File: config.mk
export PLATFORM = sky130hd
export DESIGN_NAME = pcmvs_port
export DESIGN_NICKNAME = d
export VERILOG_FILES = /design/src/design/pcmvs_sync.v /design/src/design/pcmvs_bclk_gen.v /design/src/design/pcmvs_port.v
export VERILOG_INCLUDE_DIRS = /design/src /design/src/shared
export SDC_FILE = /design/constraint.sdc
export NUM_CORES = 1
export LEC_CHECK = 0
export ABC_AREA = 1
export BUFFER_PORTS_ARGS = -buffer_cell sky130_fd_sc_hd__buf_2
export CORE_MARGIN = 1
export CORE_UTILIZATION = 30
export CTS_BUF_LIST = sky130_fd_sc_hd__clkbuf_4
export DETAILED_ROUTE_END_ITERATION = 8
export SYNTH_ARGS = -nofsm -noshare
export SYNTH_HDL_FRONTEND = slang
export SYNTH_SLANG_ARGS = --single-unit
File: constraint.sdc
create_clock -name clock -period 4.6 [get_ports clock]
set_input_delay 0.92 -clock clock [delete_from_list [all_inputs] [get_ports clock]]
set_output_delay 0.92 -clock clock [all_outputs]
set_load 0.02 [all_outputs]
File: src/shared/pcmvs_defines.vh
// Constants for the PCM voice serial port: register map, field layout,
// reset values and timing counts. Definitions only.
`ifndef PCMVS_DEFINES_VH
`define PCMVS_DEFINES_VH

// ----------------------------------------------------------------
// Register word addresses
// ----------------------------------------------------------------
`define PCMVS_ADDR_W      3
`define PCMVS_REG_CTRL    3'h0
`define PCMVS_REG_TXDATA  3'h1
`define PCMVS_REG_RXDATA  3'h2
`define PCMVS_REG_STATUS  3'h3

// ----------------------------------------------------------------
// Control field positions and reset values
// ----------------------------------------------------------------
`define PCMVS_CTRL_EN     0
`define PCMVS_CTRL_MST    1
`define PCMVS_CTRL_LONG   2
`define PCMVS_CTRL_FMT    4
`define PCMVS_CTRL_PAD    6
`define PCMVS_CTRL_BSEL   8
`define PCMVS_CTRL_GAIN   12
`define PCMVS_CTRL_RST    16'h0000
`define PCMVS_TXDATA_RST  16'h0000

// Sample formats and pad modes
`define PCMVS_FMT_8       2'h0
`define PCMVS_FMT_13      2'h1
`define PCMVS_PAD_NONE    2'h0
`define PCMVS_PAD_SIGN    2'h1
`define PCMVS_PAD_ZERO    2'h2
`define PCMVS_PAD_GAIN    2'h3

// ----------------------------------------------------------------
// Timing
// ----------------------------------------------------------------
`define PCMVS_CLK_HZ      40000000
`define PCMVS_FRAME_HZ    8000
`define PCMVS_BCLK0_HZ    64000
`define PCMVS_BCLK1_HZ    128000
`define PCMVS_BCLK2_HZ    256000
`define PCMVS_BCLK3_HZ    512000
// Half periods round down so each clock phase stays as short as allowed
`define PCMVS_HALF0 (`PCMVS_CLK_HZ / (2 * `PCMVS_BCLK0_HZ))
`define PCMVS_HALF1 (`PCMVS_CLK_HZ / (2 * `PCMVS_BCLK1_HZ))
`define PCMVS_HALF2 (`PCMVS_CLK_HZ / (2 * `PCMVS_BCLK2_HZ))
`define PCMVS_HALF3 (`PCMVS_CLK_HZ / (2 * `PCMVS_BCLK3_HZ))
// Bit clocks per frame
`define PCMVS_FBITS0 (`PCMVS_BCLK0_HZ / `PCMVS_FRAME_HZ)
`define PCMVS_FBITS1 (`PCMVS_BCLK1_HZ / `PCMVS_FRAME_HZ)
`define PCMVS_FBITS2 (`PCMVS_BCLK2_HZ / `PCMVS_FRAME_HZ)
`define PCMVS_FBITS3 (`PCMVS_BCLK3_HZ / `PCMVS_FRAME_HZ)

`endif

File: src/design/pcmvs_sync.v
// Two flip-flop synchroniser for a group of independent levels.
// Assumes each bit is a slow level from outside the clock domain.
`timescale 1ns/1ps

module pcmvs_sync #(
  parameter W = 3
) (
  input  wire         clock,   // System clock
  input  wire         arst_n,  // Async reset, active low
  input  wire [W-1:0] d,       // Asynchronous levels
  output reg  [W-1:0] q        // Synchronised levels
);

  reg [W-1:0] meta_q;

  // First stage feeds only the second stage
  always @(posedge clock or negedge arst_n) begin
    if (!arst_n) begin
      meta_q <= {W{1'b0}};
      q      <= {W{1'b0}};
    end else begin
      meta_q <= d;
      q      <= meta_q;
    end
  end

endmodule

File: src/design/pcmvs_bclk_gen.v
// Bit clock divider for master role: produces the bit clock level.
// Assumes a 40 MHz system clock; half periods come from the header.
`timescale 1ns/1ps
`include "pcmvs_defines.vh"

module pcmvs_bclk_gen (
  input  wire       clock,   // System clock
  input  wire       arst_n,  // Async reset, active low
  input  wire       run,     // Divider runs while high
  input  wire [1:0] sel,     // Rate: 64/128/256/512 kHz
  output reg        bclk_q   // Generated bit clock
);

  reg  [8:0]  cnt_q;
  reg  [31:0] half;
  wire        wrap;

  // Half period in system clocks for the chosen rate
  always @* begin
    case (sel)
      2'h0:    half = `PCMVS_HALF0;
      2'h1:    half = `PCMVS_HALF1;
      2'h2:    half = `PCMVS_HALF2;
      default: half = `PCMVS_HALF3;
    endcase
  end

  // Wrap also when a rate change leaves the count beyond the new end
  assign wrap = ({23'h0, cnt_q} >= half - 32'h1);

  // Count half periods and toggle the clock
  always @(posedge clock or negedge arst_n) begin
    if (!arst_n) begin
      cnt_q  <= 9'h000;
      bclk_q <= 1'b0;
    end else if (!run) begin
      cnt_q  <= 9'h000;
      bclk_q <= 1'b0;
    end else if (wrap) begin
      cnt_q  <= 9'h000;
      bclk_q <= ~bclk_q;
    end else begin
      cnt_q  <= cnt_q + 9'h001;
    end
  end

endmodule

File: src/design/pcmvs_port.v
// PCM voice serial port: one sample per frame each way to an audio codec,
// with an Avalon-MM register slave using waitrequest.
// Assumes pins from the codec are asynchronous to clock (40 MHz).
//
// Notes on behaviour
// Master or slave role, software selectable
// Frame pulse starts each slot transfer
// Long framing: data starts at pulse rise
// Short framing: data starts at pulse fall
// Long or short framing is programmable
// 8-bit companded, 13 or 16-bit linear formats
// Spare bits sign extended or zero padded
// Optional 3-bit gain in 13-bit spare bits
// Master bit clock 64/128/256/512 kHz
// Master frame pulse at 8 kHz
// Slave clocks come from codec side
// One slot per frame each direction
// Outgoing bits launched after bit clock rise
// Incoming bits sampled on bit clock fall
// Master frame pulse rises after clock rise
// Most significant bit first, sign replicates top
//
// The register addresses and register access over Avalon-MM are this design's own decisions.
`timescale 1ns/1ps
`include "pcmvs_defines.vh"

module pcmvs_port (
  input  wire        clock,             // System clock, 40 MHz
  input  wire        arst_n,            // Async reset, active low
  input  wire [2:0]  avs_address,       // Word address
  input  wire        avs_read,          // Read request
  input  wire        avs_write,         // Write request
  input  wire [31:0] avs_writedata,     // Write data
  input  wire [3:0]  avs_byteenable,    // Byte lanes
  output reg  [31:0] avs_readdata,      // Read data
  output wire        avs_waitrequest,   // Stall request
  input  wire        pcm_bclk_i,        // Bit clock pin in
  output wire        pcm_bclk_o,        // Bit clock pin out
  output wire        pcm_bclk_oe,       // Bit clock drive enable
  input  wire        frame_pulse_i,     // Frame pulse pin in
  output wire        frame_pulse_o,     // Frame pulse pin out
  output wire        frame_pulse_oe,    // Frame pulse drive enable
  output wire        pcm_tx,            // Data to codec
  input  wire        pcm_rx             // Data from codec
);

  // ----------------------------------------------------------------
  // Registers and bus slave
  // ----------------------------------------------------------------
  reg  [15:0] ctrl_q;
  reg  [15:0] txdata_q;
  reg  [15:0] rxdata_q;
  reg         rx_full_q;
  reg         tx_taken_q;
  reg  [7:0]  frames_q;
  reg         ack_q;
  wire        req;
  wire        acc;
  wire        wr_ctrl;
  wire        wr_tx;
  wire        rd_rx;

  wire        en    = ctrl_q[`PCMVS_CTRL_EN];
  wire        mst   = ctrl_q[`PCMVS_CTRL_MST];
  wire        lng   = ctrl_q[`PCMVS_CTRL_LONG];
  wire [1:0]  fmt   = ctrl_q[`PCMVS_CTRL_FMT+1:`PCMVS_CTRL_FMT];
  wire [1:0]  pad   = ctrl_q[`PCMVS_CTRL_PAD+1:`PCMVS_CTRL_PAD];
  wire [1:0]  bsel  = ctrl_q[`PCMVS_CTRL_BSEL+1:`PCMVS_CTRL_BSEL];
  wire [2:0]  gain  = ctrl_q[`PCMVS_CTRL_GAIN+2:`PCMVS_CTRL_GAIN];

  // One wait cycle per access; answer at the second edge
  assign req             = avs_read | avs_write;
  assign acc             = req & ack_q;
  assign avs_waitrequest = req & ~ack_q;
  assign wr_ctrl = acc & avs_write & (avs_address == `PCMVS_REG_CTRL);
  assign wr_tx   = acc & avs_write & (avs_address == `PCMVS_REG_TXDATA);
  assign rd_rx   = acc & avs_read & (avs_address == `PCMVS_REG_RXDATA);

  // Handshake phase
  always @(posedge clock or negedge arst_n) begin
    if (!arst_n) begin
      ack_q <= 1'b0;
    end else begin
      ack_q <= req & ~ack_q;
    end
  end

  // Read data prepared during the wait cycle
  always @(posedge clock or negedge arst_n) begin
    if (!arst_n) begin
      avs_readdata <= 32'h00000000;
    end else if (avs_read & ~ack_q) begin
      if (avs_address == `PCMVS_REG_CTRL) begin
        avs_readdata <= {16'h0000, ctrl_q};
      end else if (avs_address == `PCMVS_REG_TXDATA) begin
        avs_readdata <= {16'h0000, txdata_q};
      end else if (avs_address == `PCMVS_REG_RXDATA) begin
        avs_readdata <= {16'h0000, rxdata_q};
      end else if (avs_address == `PCMVS_REG_STATUS) begin
        avs_readdata <= {16'h0000, frames_q, 6'h00, tx_taken_q, rx_full_q};
      end else begin
        avs_readdata <= 32'h00000000;
      end
    end
  end

  // Control and transmit words, byte lanes honoured
  always @(posedge clock or negedge arst_n) begin
    if (!arst_n) begin
      ctrl_q   <= `PCMVS_CTRL_RST;
      txdata_q <= `PCMVS_TXDATA_RST;
    end else begin
      if (wr_ctrl && avs_byteenable[0]) begin
        ctrl_q[7:0] <= avs_writedata[7:0];
      end
      if (wr_ctrl && avs_byteenable[1]) begin
        ctrl_q[15:8] <= avs_writedata[15:8];
      end
      if (wr_tx && avs_byteenable[0]) begin
        txdata_q[7:0] <= avs_writedata[7:0];
      end
      if (wr_tx && avs_byteenable[1]) begin
        txdata_q[15:8] <= avs_writedata[15:8];
      end
    end
  end

  // ----------------------------------------------------------------
  // Pin synchronisers and clock source selection
  // ----------------------------------------------------------------
  wire [2:0] pins_s;
  wire       gen_bclk;
  reg        fs_gen_q;
  reg        bclk_prev_q;
  reg        fs_prev_q;
  wire       bclk_lvl;
  wire       fs_lvl;
  wire       b_rise;
  wire       b_fall;
  wire       start;

  pcmvs_sync #(
    .W (3)
  ) u_sync (
    .clock  (clock),
    .arst_n (arst_n),
    .d      ({pcm_rx, frame_pulse_i, pcm_bclk_i}),
    .q      (pins_s)
  );

  pcmvs_bclk_gen u_bclk (
    .clock  (clock),
    .arst_n (arst_n),
    .run    (en & mst),
    .sel    (bsel),
    .bclk_q (gen_bclk)
  );

  // Own clocks in master role, codec clocks in slave role
  assign bclk_lvl = mst ? gen_bclk : pins_s[0];
  assign fs_lvl   = mst ? fs_gen_q : pins_s[1];

  assign pcm_bclk_o     = gen_bclk;
  assign pcm_bclk_oe    = en & mst;
  assign frame_pulse_o  = fs_gen_q;
  assign frame_pulse_oe = en & mst;

  // Edge history of the selected clock and frame pulse
  always @(posedge clock or negedge arst_n) begin
    if (!arst_n) begin
      bclk_prev_q <= 1'b0;
      fs_prev_q   <= 1'b0;
    end else begin
      bclk_prev_q <= bclk_lvl;
      fs_prev_q   <= fs_lvl;
    end
  end

  assign b_rise = en & bclk_lvl & ~bclk_prev_q;
  assign b_fall = en & ~bclk_lvl & bclk_prev_q;

  // Slot begins on the framing edge chosen by software
  assign start = en & (lng ? (fs_lvl & ~fs_prev_q)
                           : (~fs_lvl & fs_prev_q));

  // ----------------------------------------------------------------
  // Sample formatting
  // ----------------------------------------------------------------
  reg [15:0] tx_word;
  reg [4:0]  slot_len;

  // Place the sample in its slot word and fill spare bits
  always @* begin
    tx_word  = txdata_q;
    slot_len = 5'd16;
    if (fmt == `PCMVS_FMT_8) begin
      if (pad == `PCMVS_PAD_NONE) begin
        tx_word  = {8'h00, txdata_q[7:0]};
        slot_len = 5'd8;
      end else if (pad == `PCMVS_PAD_SIGN) begin
        tx_word = {{8{txdata_q[7]}}, txdata_q[7:0]};
      end else begin
        tx_word = {txdata_q[7:0], 8'h00};
      end
    end else if (fmt == `PCMVS_FMT_13) begin
      if (pad == `PCMVS_PAD_NONE) begin
        tx_word  = {3'h0, txdata_q[12:0]};
        slot_len = 5'd13;
      end else if (pad == `PCMVS_PAD_SIGN) begin
        tx_word = {{3{txdata_q[12]}}, txdata_q[12:0]};
      end else if (pad == `PCMVS_PAD_ZERO) begin
        tx_word = {txdata_q[12:0], 3'h0};
      end else begin
        tx_word = {txdata_q[12:0], gain};
      end
    end
  end

  // ----------------------------------------------------------------
  // Master frame pulse generator
  // ----------------------------------------------------------------
  reg  [5:0]  fcnt_q;
  reg  [31:0] fr_bits;
  wire        fr_last;

  // Bit clocks per 8 kHz frame at the chosen rate
  always @* begin
    case (bsel)
      2'h0:    fr_bits = `PCMVS_FBITS0;
      2'h1:    fr_bits = `PCMVS_FBITS1;
      2'h2:    fr_bits = `PCMVS_FBITS2;
      default: fr_bits = `PCMVS_FBITS3;
    endcase
  end

  assign fr_last = ({26'h0, fcnt_q} == fr_bits - 32'h1);

  // Count bit clocks and shape the pulse just after each rise
  always @(posedge clock or negedge arst_n) begin
    if (!arst_n) begin
      fcnt_q   <= 6'h00;
      fs_gen_q <= 1'b0;
    end else if (!(en & mst)) begin
      fcnt_q   <= 6'h00;
      fs_gen_q <= 1'b0;
    end else if (b_rise) begin
      fcnt_q <= fr_last ? 6'h00 : fcnt_q + 6'h01;
      if (lng) begin
        // High over the slot, rising as the frame opens
        fs_gen_q <= fr_last | ({1'b0, fcnt_q} + 7'h01 < {2'h0, slot_len});
      end else begin
        // One bit wide, falling as the frame opens
        fs_gen_q <= ({26'h0, fcnt_q} == fr_bits - 32'h2);
      end
    end
  end

  // ----------------------------------------------------------------
  // Transmit shifter
  // ----------------------------------------------------------------
  reg [15:0] tx_sh_q;
  reg [4:0]  tx_cnt_q;

  // Load at slot start, then one bit per bit clock rise
  always @(posedge clock or negedge arst_n) begin
    if (!arst_n) begin
      tx_sh_q  <= 16'h0000;
      tx_cnt_q <= 5'h00;
    end else if (!en) begin
      tx_sh_q  <= 16'h0000;
      tx_cnt_q <= 5'h00;
    end else if (start) begin
      tx_sh_q  <= tx_word << (5'd16 - slot_len);
      tx_cnt_q <= slot_len;
    end else if (b_rise && tx_cnt_q != 5'h00) begin
      tx_sh_q  <= {tx_sh_q[14:0], 1'b0};
      tx_cnt_q <= tx_cnt_q - 5'h01;
    end
  end

  assign pcm_tx = (tx_cnt_q != 5'h00) & tx_sh_q[15];

  // ----------------------------------------------------------------
  // Receive shifter
  // ----------------------------------------------------------------
  reg [15:0] rx_sh_q;
  reg [4:0]  rx_cnt_q;
  wire       rx_done;

  assign rx_done = b_fall & (rx_cnt_q == 5'h01);

  // Sample incoming bits on bit clock fall, most significant first
  always @(posedge clock or negedge arst_n) begin
    if (!arst_n) begin
      rx_sh_q  <= 16'h0000;
      rx_cnt_q <= 5'h00;
      rxdata_q <= 16'h0000;
    end else if (!en) begin
      rx_cnt_q <= 5'h00;
    end else if (start) begin
      rx_sh_q  <= 16'h0000;
      rx_cnt_q <= slot_len;
    end else if (b_fall && rx_cnt_q != 5'h00) begin
      rx_sh_q  <= {rx_sh_q[14:0], pins_s[2]};
      rx_cnt_q <= rx_cnt_q - 5'h01;
      if (rx_done) begin
        rxdata_q <= {rx_sh_q[14:0], pins_s[2]};
      end
    end
  end

  // ----------------------------------------------------------------
  // Status flags: hardware set wins over software clear
  // ----------------------------------------------------------------
  always @(posedge clock or negedge arst_n) begin
    if (!arst_n) begin
      rx_full_q  <= 1'b0;
      tx_taken_q <= 1'b0;
      frames_q   <= 8'h00;
    end else begin
      if (rx_done) begin
        rx_full_q <= 1'b1;
      end else if (rd_rx) begin
        rx_full_q <= 1'b0;
      end
      if (start) begin
        tx_taken_q <= 1'b1;
      end else if (wr_tx) begin
        tx_taken_q <= 1'b0;
      end
      if (start) begin
        frames_q <= frames_q + 8'h01;
      end
    end
  end

endmodule

==> reports/results.txt <==
For the number of antenna violations at the first check in global routing, the log shows 1. Leaving out fill and tap cells, the most frequent cells in the layout are nand2_1 (237), dfrtp_1 (141), inv_1 (122). After floorplanning, the core was divided into 57 placement rows. By area the synthesized netlist is led by dfrtp_1 (47%), nand2_1 (12%), o21ai_0 (6.2%), inv_1 (6.1%), ha_1 (4.8%). The worst-margin pin slew is 1.19 ns, and the reported leakage power is 4.01 nW. The run gives 5936 as the number of global-route vias before repair. Setup violations remaining at the end of the flow were counted as 0. Measured along the y axis, the die boundary spans 160 um.

The routed wire length was 18800 um; the average instance area after synthesis was 8.09 um2. Counting flops with a built-in enable in the synthesized netlist gives 0. Max-cap violations in this run came to 0.

Power spread over the standard cell area amounts to 398 nW/um2. The post-route netlist has 11.1% of its cells at a drive strength greater than 1. The number of top-level pins was 84. The total negative slack is 0 ns. Synthesis inferred 141 register bits.

Leaving out fill and tap cells, the most frequent cell in the layout is nand2_1. The clock skew after layout is 0.0195 ns. Summed over all instances, the cell type with the most area after synthesis is dfrtp_1. For the net count reported at finish, the log shows 1047. The root buffer cell chosen for the clock tree is clkbuf_4. From synthesis to final layout, the design area changed by 9.77%. The tools report the number of clock buffers inserted by TritonCTS as 17.

In this run the critical register-to-register path is captured at frames_q[6]. TritonCTS built the clock tree. The floorplan step defined a die boundary enclosing 25700 um2. The run gives 2556 as the number of fill cells. The first global-routing pass estimated 30600 um of wire. Gates resized during post-CTS repair numbered 0. Data arrives at the worst endpoint at 1.76 ns. Of all nets on the critical path, the largest fanout is 9.

For this run, the number of Yosys warnings is 0. The number of hold-slack violations in the final timing report is 0. Setup repair after global routing left no endpoint under its margin. Of the available clock period, the critical path in the final layout requires 58.2%.

Hold repair after CTS inserted 0 buffers. Share of synthesized flip-flops with an asynchronous set or reset: 100%. STA classifies the critical path endpoint as an output port. For the number of setup buffers added after CTS, the log shows 0. The number of buffers on the longest clock path came out at 2. The setup path with the least slack is of type flip-flop to output port. Summed over all layers, the global routing overflow is 0. Across every metal layer, demand over resource in global routing totals 15.2%. The startpoint type of the worst setup path was a flip-flop. In the synthesized netlist the dominant register cell turns out to be dfrtp_1. At the later pin of the worst-skew pair, clock insertion delay measures 0.58 ns.

After detailed routing, the number of vias per cell comes to 4.73. The worst hold path passes through 0 cells. The synthesized instance count is 930, and the number of different library cells in the post-synthesis netlist is 41.

The number of detailed-route iterations in the first pass is 5, and the detailed-placement wirelength estimate is 13600 um. The number of input and output port buffers inserted is 49. After layout, the minimum clock period comes to 2.68 ns.

Counting every sink on the clock net gives 141. Derived from the worst setup path, the maximum achievable clock frequency is 374 MHz. The congestion estimate from routability-driven global placement came to 0.865.

The run gives 1.92 ns as the smallest setup slack after layout. Across the VDD grid, the largest voltage drop is 0.220 mV. OpenSTA, run right after detailed placement, puts the worst setup slack at 1.59 ns. From left edge to right edge, the die measures 160 um. The startpoint of the worst hold path is u_sync.meta_q[1]. The startpoint of the worst register-to-register path was ctrl_q[1]. Post-detailed-route count of antenna-violating nets: 0.

Final max-slew violation count: 0. The flow ran to the end, and the final reports show no timing, DRC or antenna violations. The worst max-slew margin expressed relative to the limit came out at 20.0%.

The share of synthesized area occupied by flip-flops and latches came out at 46.9%. Of the post-synthesis cell area, the dominant cell type holds 46.9%. In this run, the number of DRC markers left after iteration 0 of detailed routing was 360.

The logs give 7520 um2 for the cell area after synthesis and 6200 for the overall via count from detail_route. In this run the standard cell core region covers 24500 um2. The H-tree generated during clock tree synthesis spans 4 levels. In the final routed layout, each cell accounts on average for 14.3 um. The endpoint of the worst hold-timing path was u_sync.q[1].

Path class of the lowest-slack min-delay path: flip-flop to flip-flop. The clock-pin slew reported for the worst setup and hold paths after clock tree synthesis was 0.13 ns. The pin count of the biggest net entering global routing was 100; the logic depth of the worst register-to-register path was 10.

STA puts the critical path data required time at 3.68 ns. The setup slack of the worst register-to-register path was 2.01 ns; the total DRC errors in the routed layout was 0. The initial utilization of the core area, before any placement, comes to 30.7%.
-- cell usage after synthesis (all sizes together) (10+ instances only) --
cell	n
nand2	244
inv	128
ha	29
xor2	16
o221ai	10
dfrtp	141
nor2	64
o21ai	115
buf	35
o22ai	28
a21oi	36
nand3	31
-- through the flow --
stage               cell area (um2)  power [mW]  hold slack, ns  cells  util [%]
floorplan                      7580        2.20           0.331    945         -
CTS                            8250        3.31           0.370   1309      33.7
detailed placement             7960        2.46           0.342   1277      32.6
global placement               7960        2.45           0.333   1277      32.6
finish                         8250        3.28           0.368   1310      33.7
global route                   8250        3.51           0.373   1310      33.7
-- cell type report --
class,count,area [um2],share of cell area [%]
Sequential cell,141,3530,42.7
Tap cell,324,405,4.91
Multi-Input combinational cell,632,3270,39.7
Clock inverter,15,161,1.96
Antenna cell,1,2.50,0.0303
Inverter,128,480,5.82
Timing Repair Buffer,52,274,3.32
Clock buffer,17,128,1.55
-- worst max-delay path by stage --
stage | startpoint | to | slack [ns]
floorplan | avs_read | avs_waitrequest | 2.43
global placement | avs_address[1] | txdata_q[6] | 1.70
detailed placement | avs_address[1] | txdata_q[4] | 1.59
CTS | ctrl_q[0] | pcm_bclk_oe | 1.84
global route | ctrl_q[0] | frame_pulse_oe | 1.77
finish | ctrl_q[0] | frame_pulse_oe | 1.92
-- worst max-delay path, stage by stage (launching register included) --
cell and delay [ns]:
dfrtp_1 0.67, nand2_1 0.18, inv_1 0.15, buf_2 0.18
-- flip-flops by register name (all words and copies together) (netlist names), 3 cells and up --
name,cells
avs_readdata,16
u_bclk.cnt_q,9
tx_sh_q,16
u_sync.meta_q,3
frames_q,8
u_sync.q,3
tx_cnt_q,5
rx_sh_q,15
rx_cnt_q,5
rxdata_q,16
fcnt_q,6
txdata_q,16
ctrl_q,16
-- kinds of logic after synthesis --
family | count (synthesis) | share of synthesized area [%]
buffers and inverters | 172 | 10.3
other | 1 | 0.0499
and+or+nand+nor | 358 | 19.8
DFF | 141 | 46.9
adders and majority gates | 29 | 4.83
AOI/OAI and AO/OA | 210 | 15.9
xor gates and xnor gates | 18 | 2.10
muxes | 1 | 0.133
-- report_power, final --
| group | switching (mW) | internal (mW) | total [mW] |
|---|---|---|---|
| Combinational | 0.625 | 0.292 | 0.917 |
| Clock | 0.507 | 0.330 | 0.837 |
| Sequential | 0.149 | 1.38 | 1.53 |
| Total | 1.28 | 2.00 | 3.28 |
-- routing by layer --
layer	vias up	wire, um	global-route usage, %
met2	184	8350	23.1
met5	-	0	0
li1	3095	-	-
met3	24	925	3.62
met1	2897	9100	20.9
met4	0	387	6.10
Power figures use the tool's default switching activity.
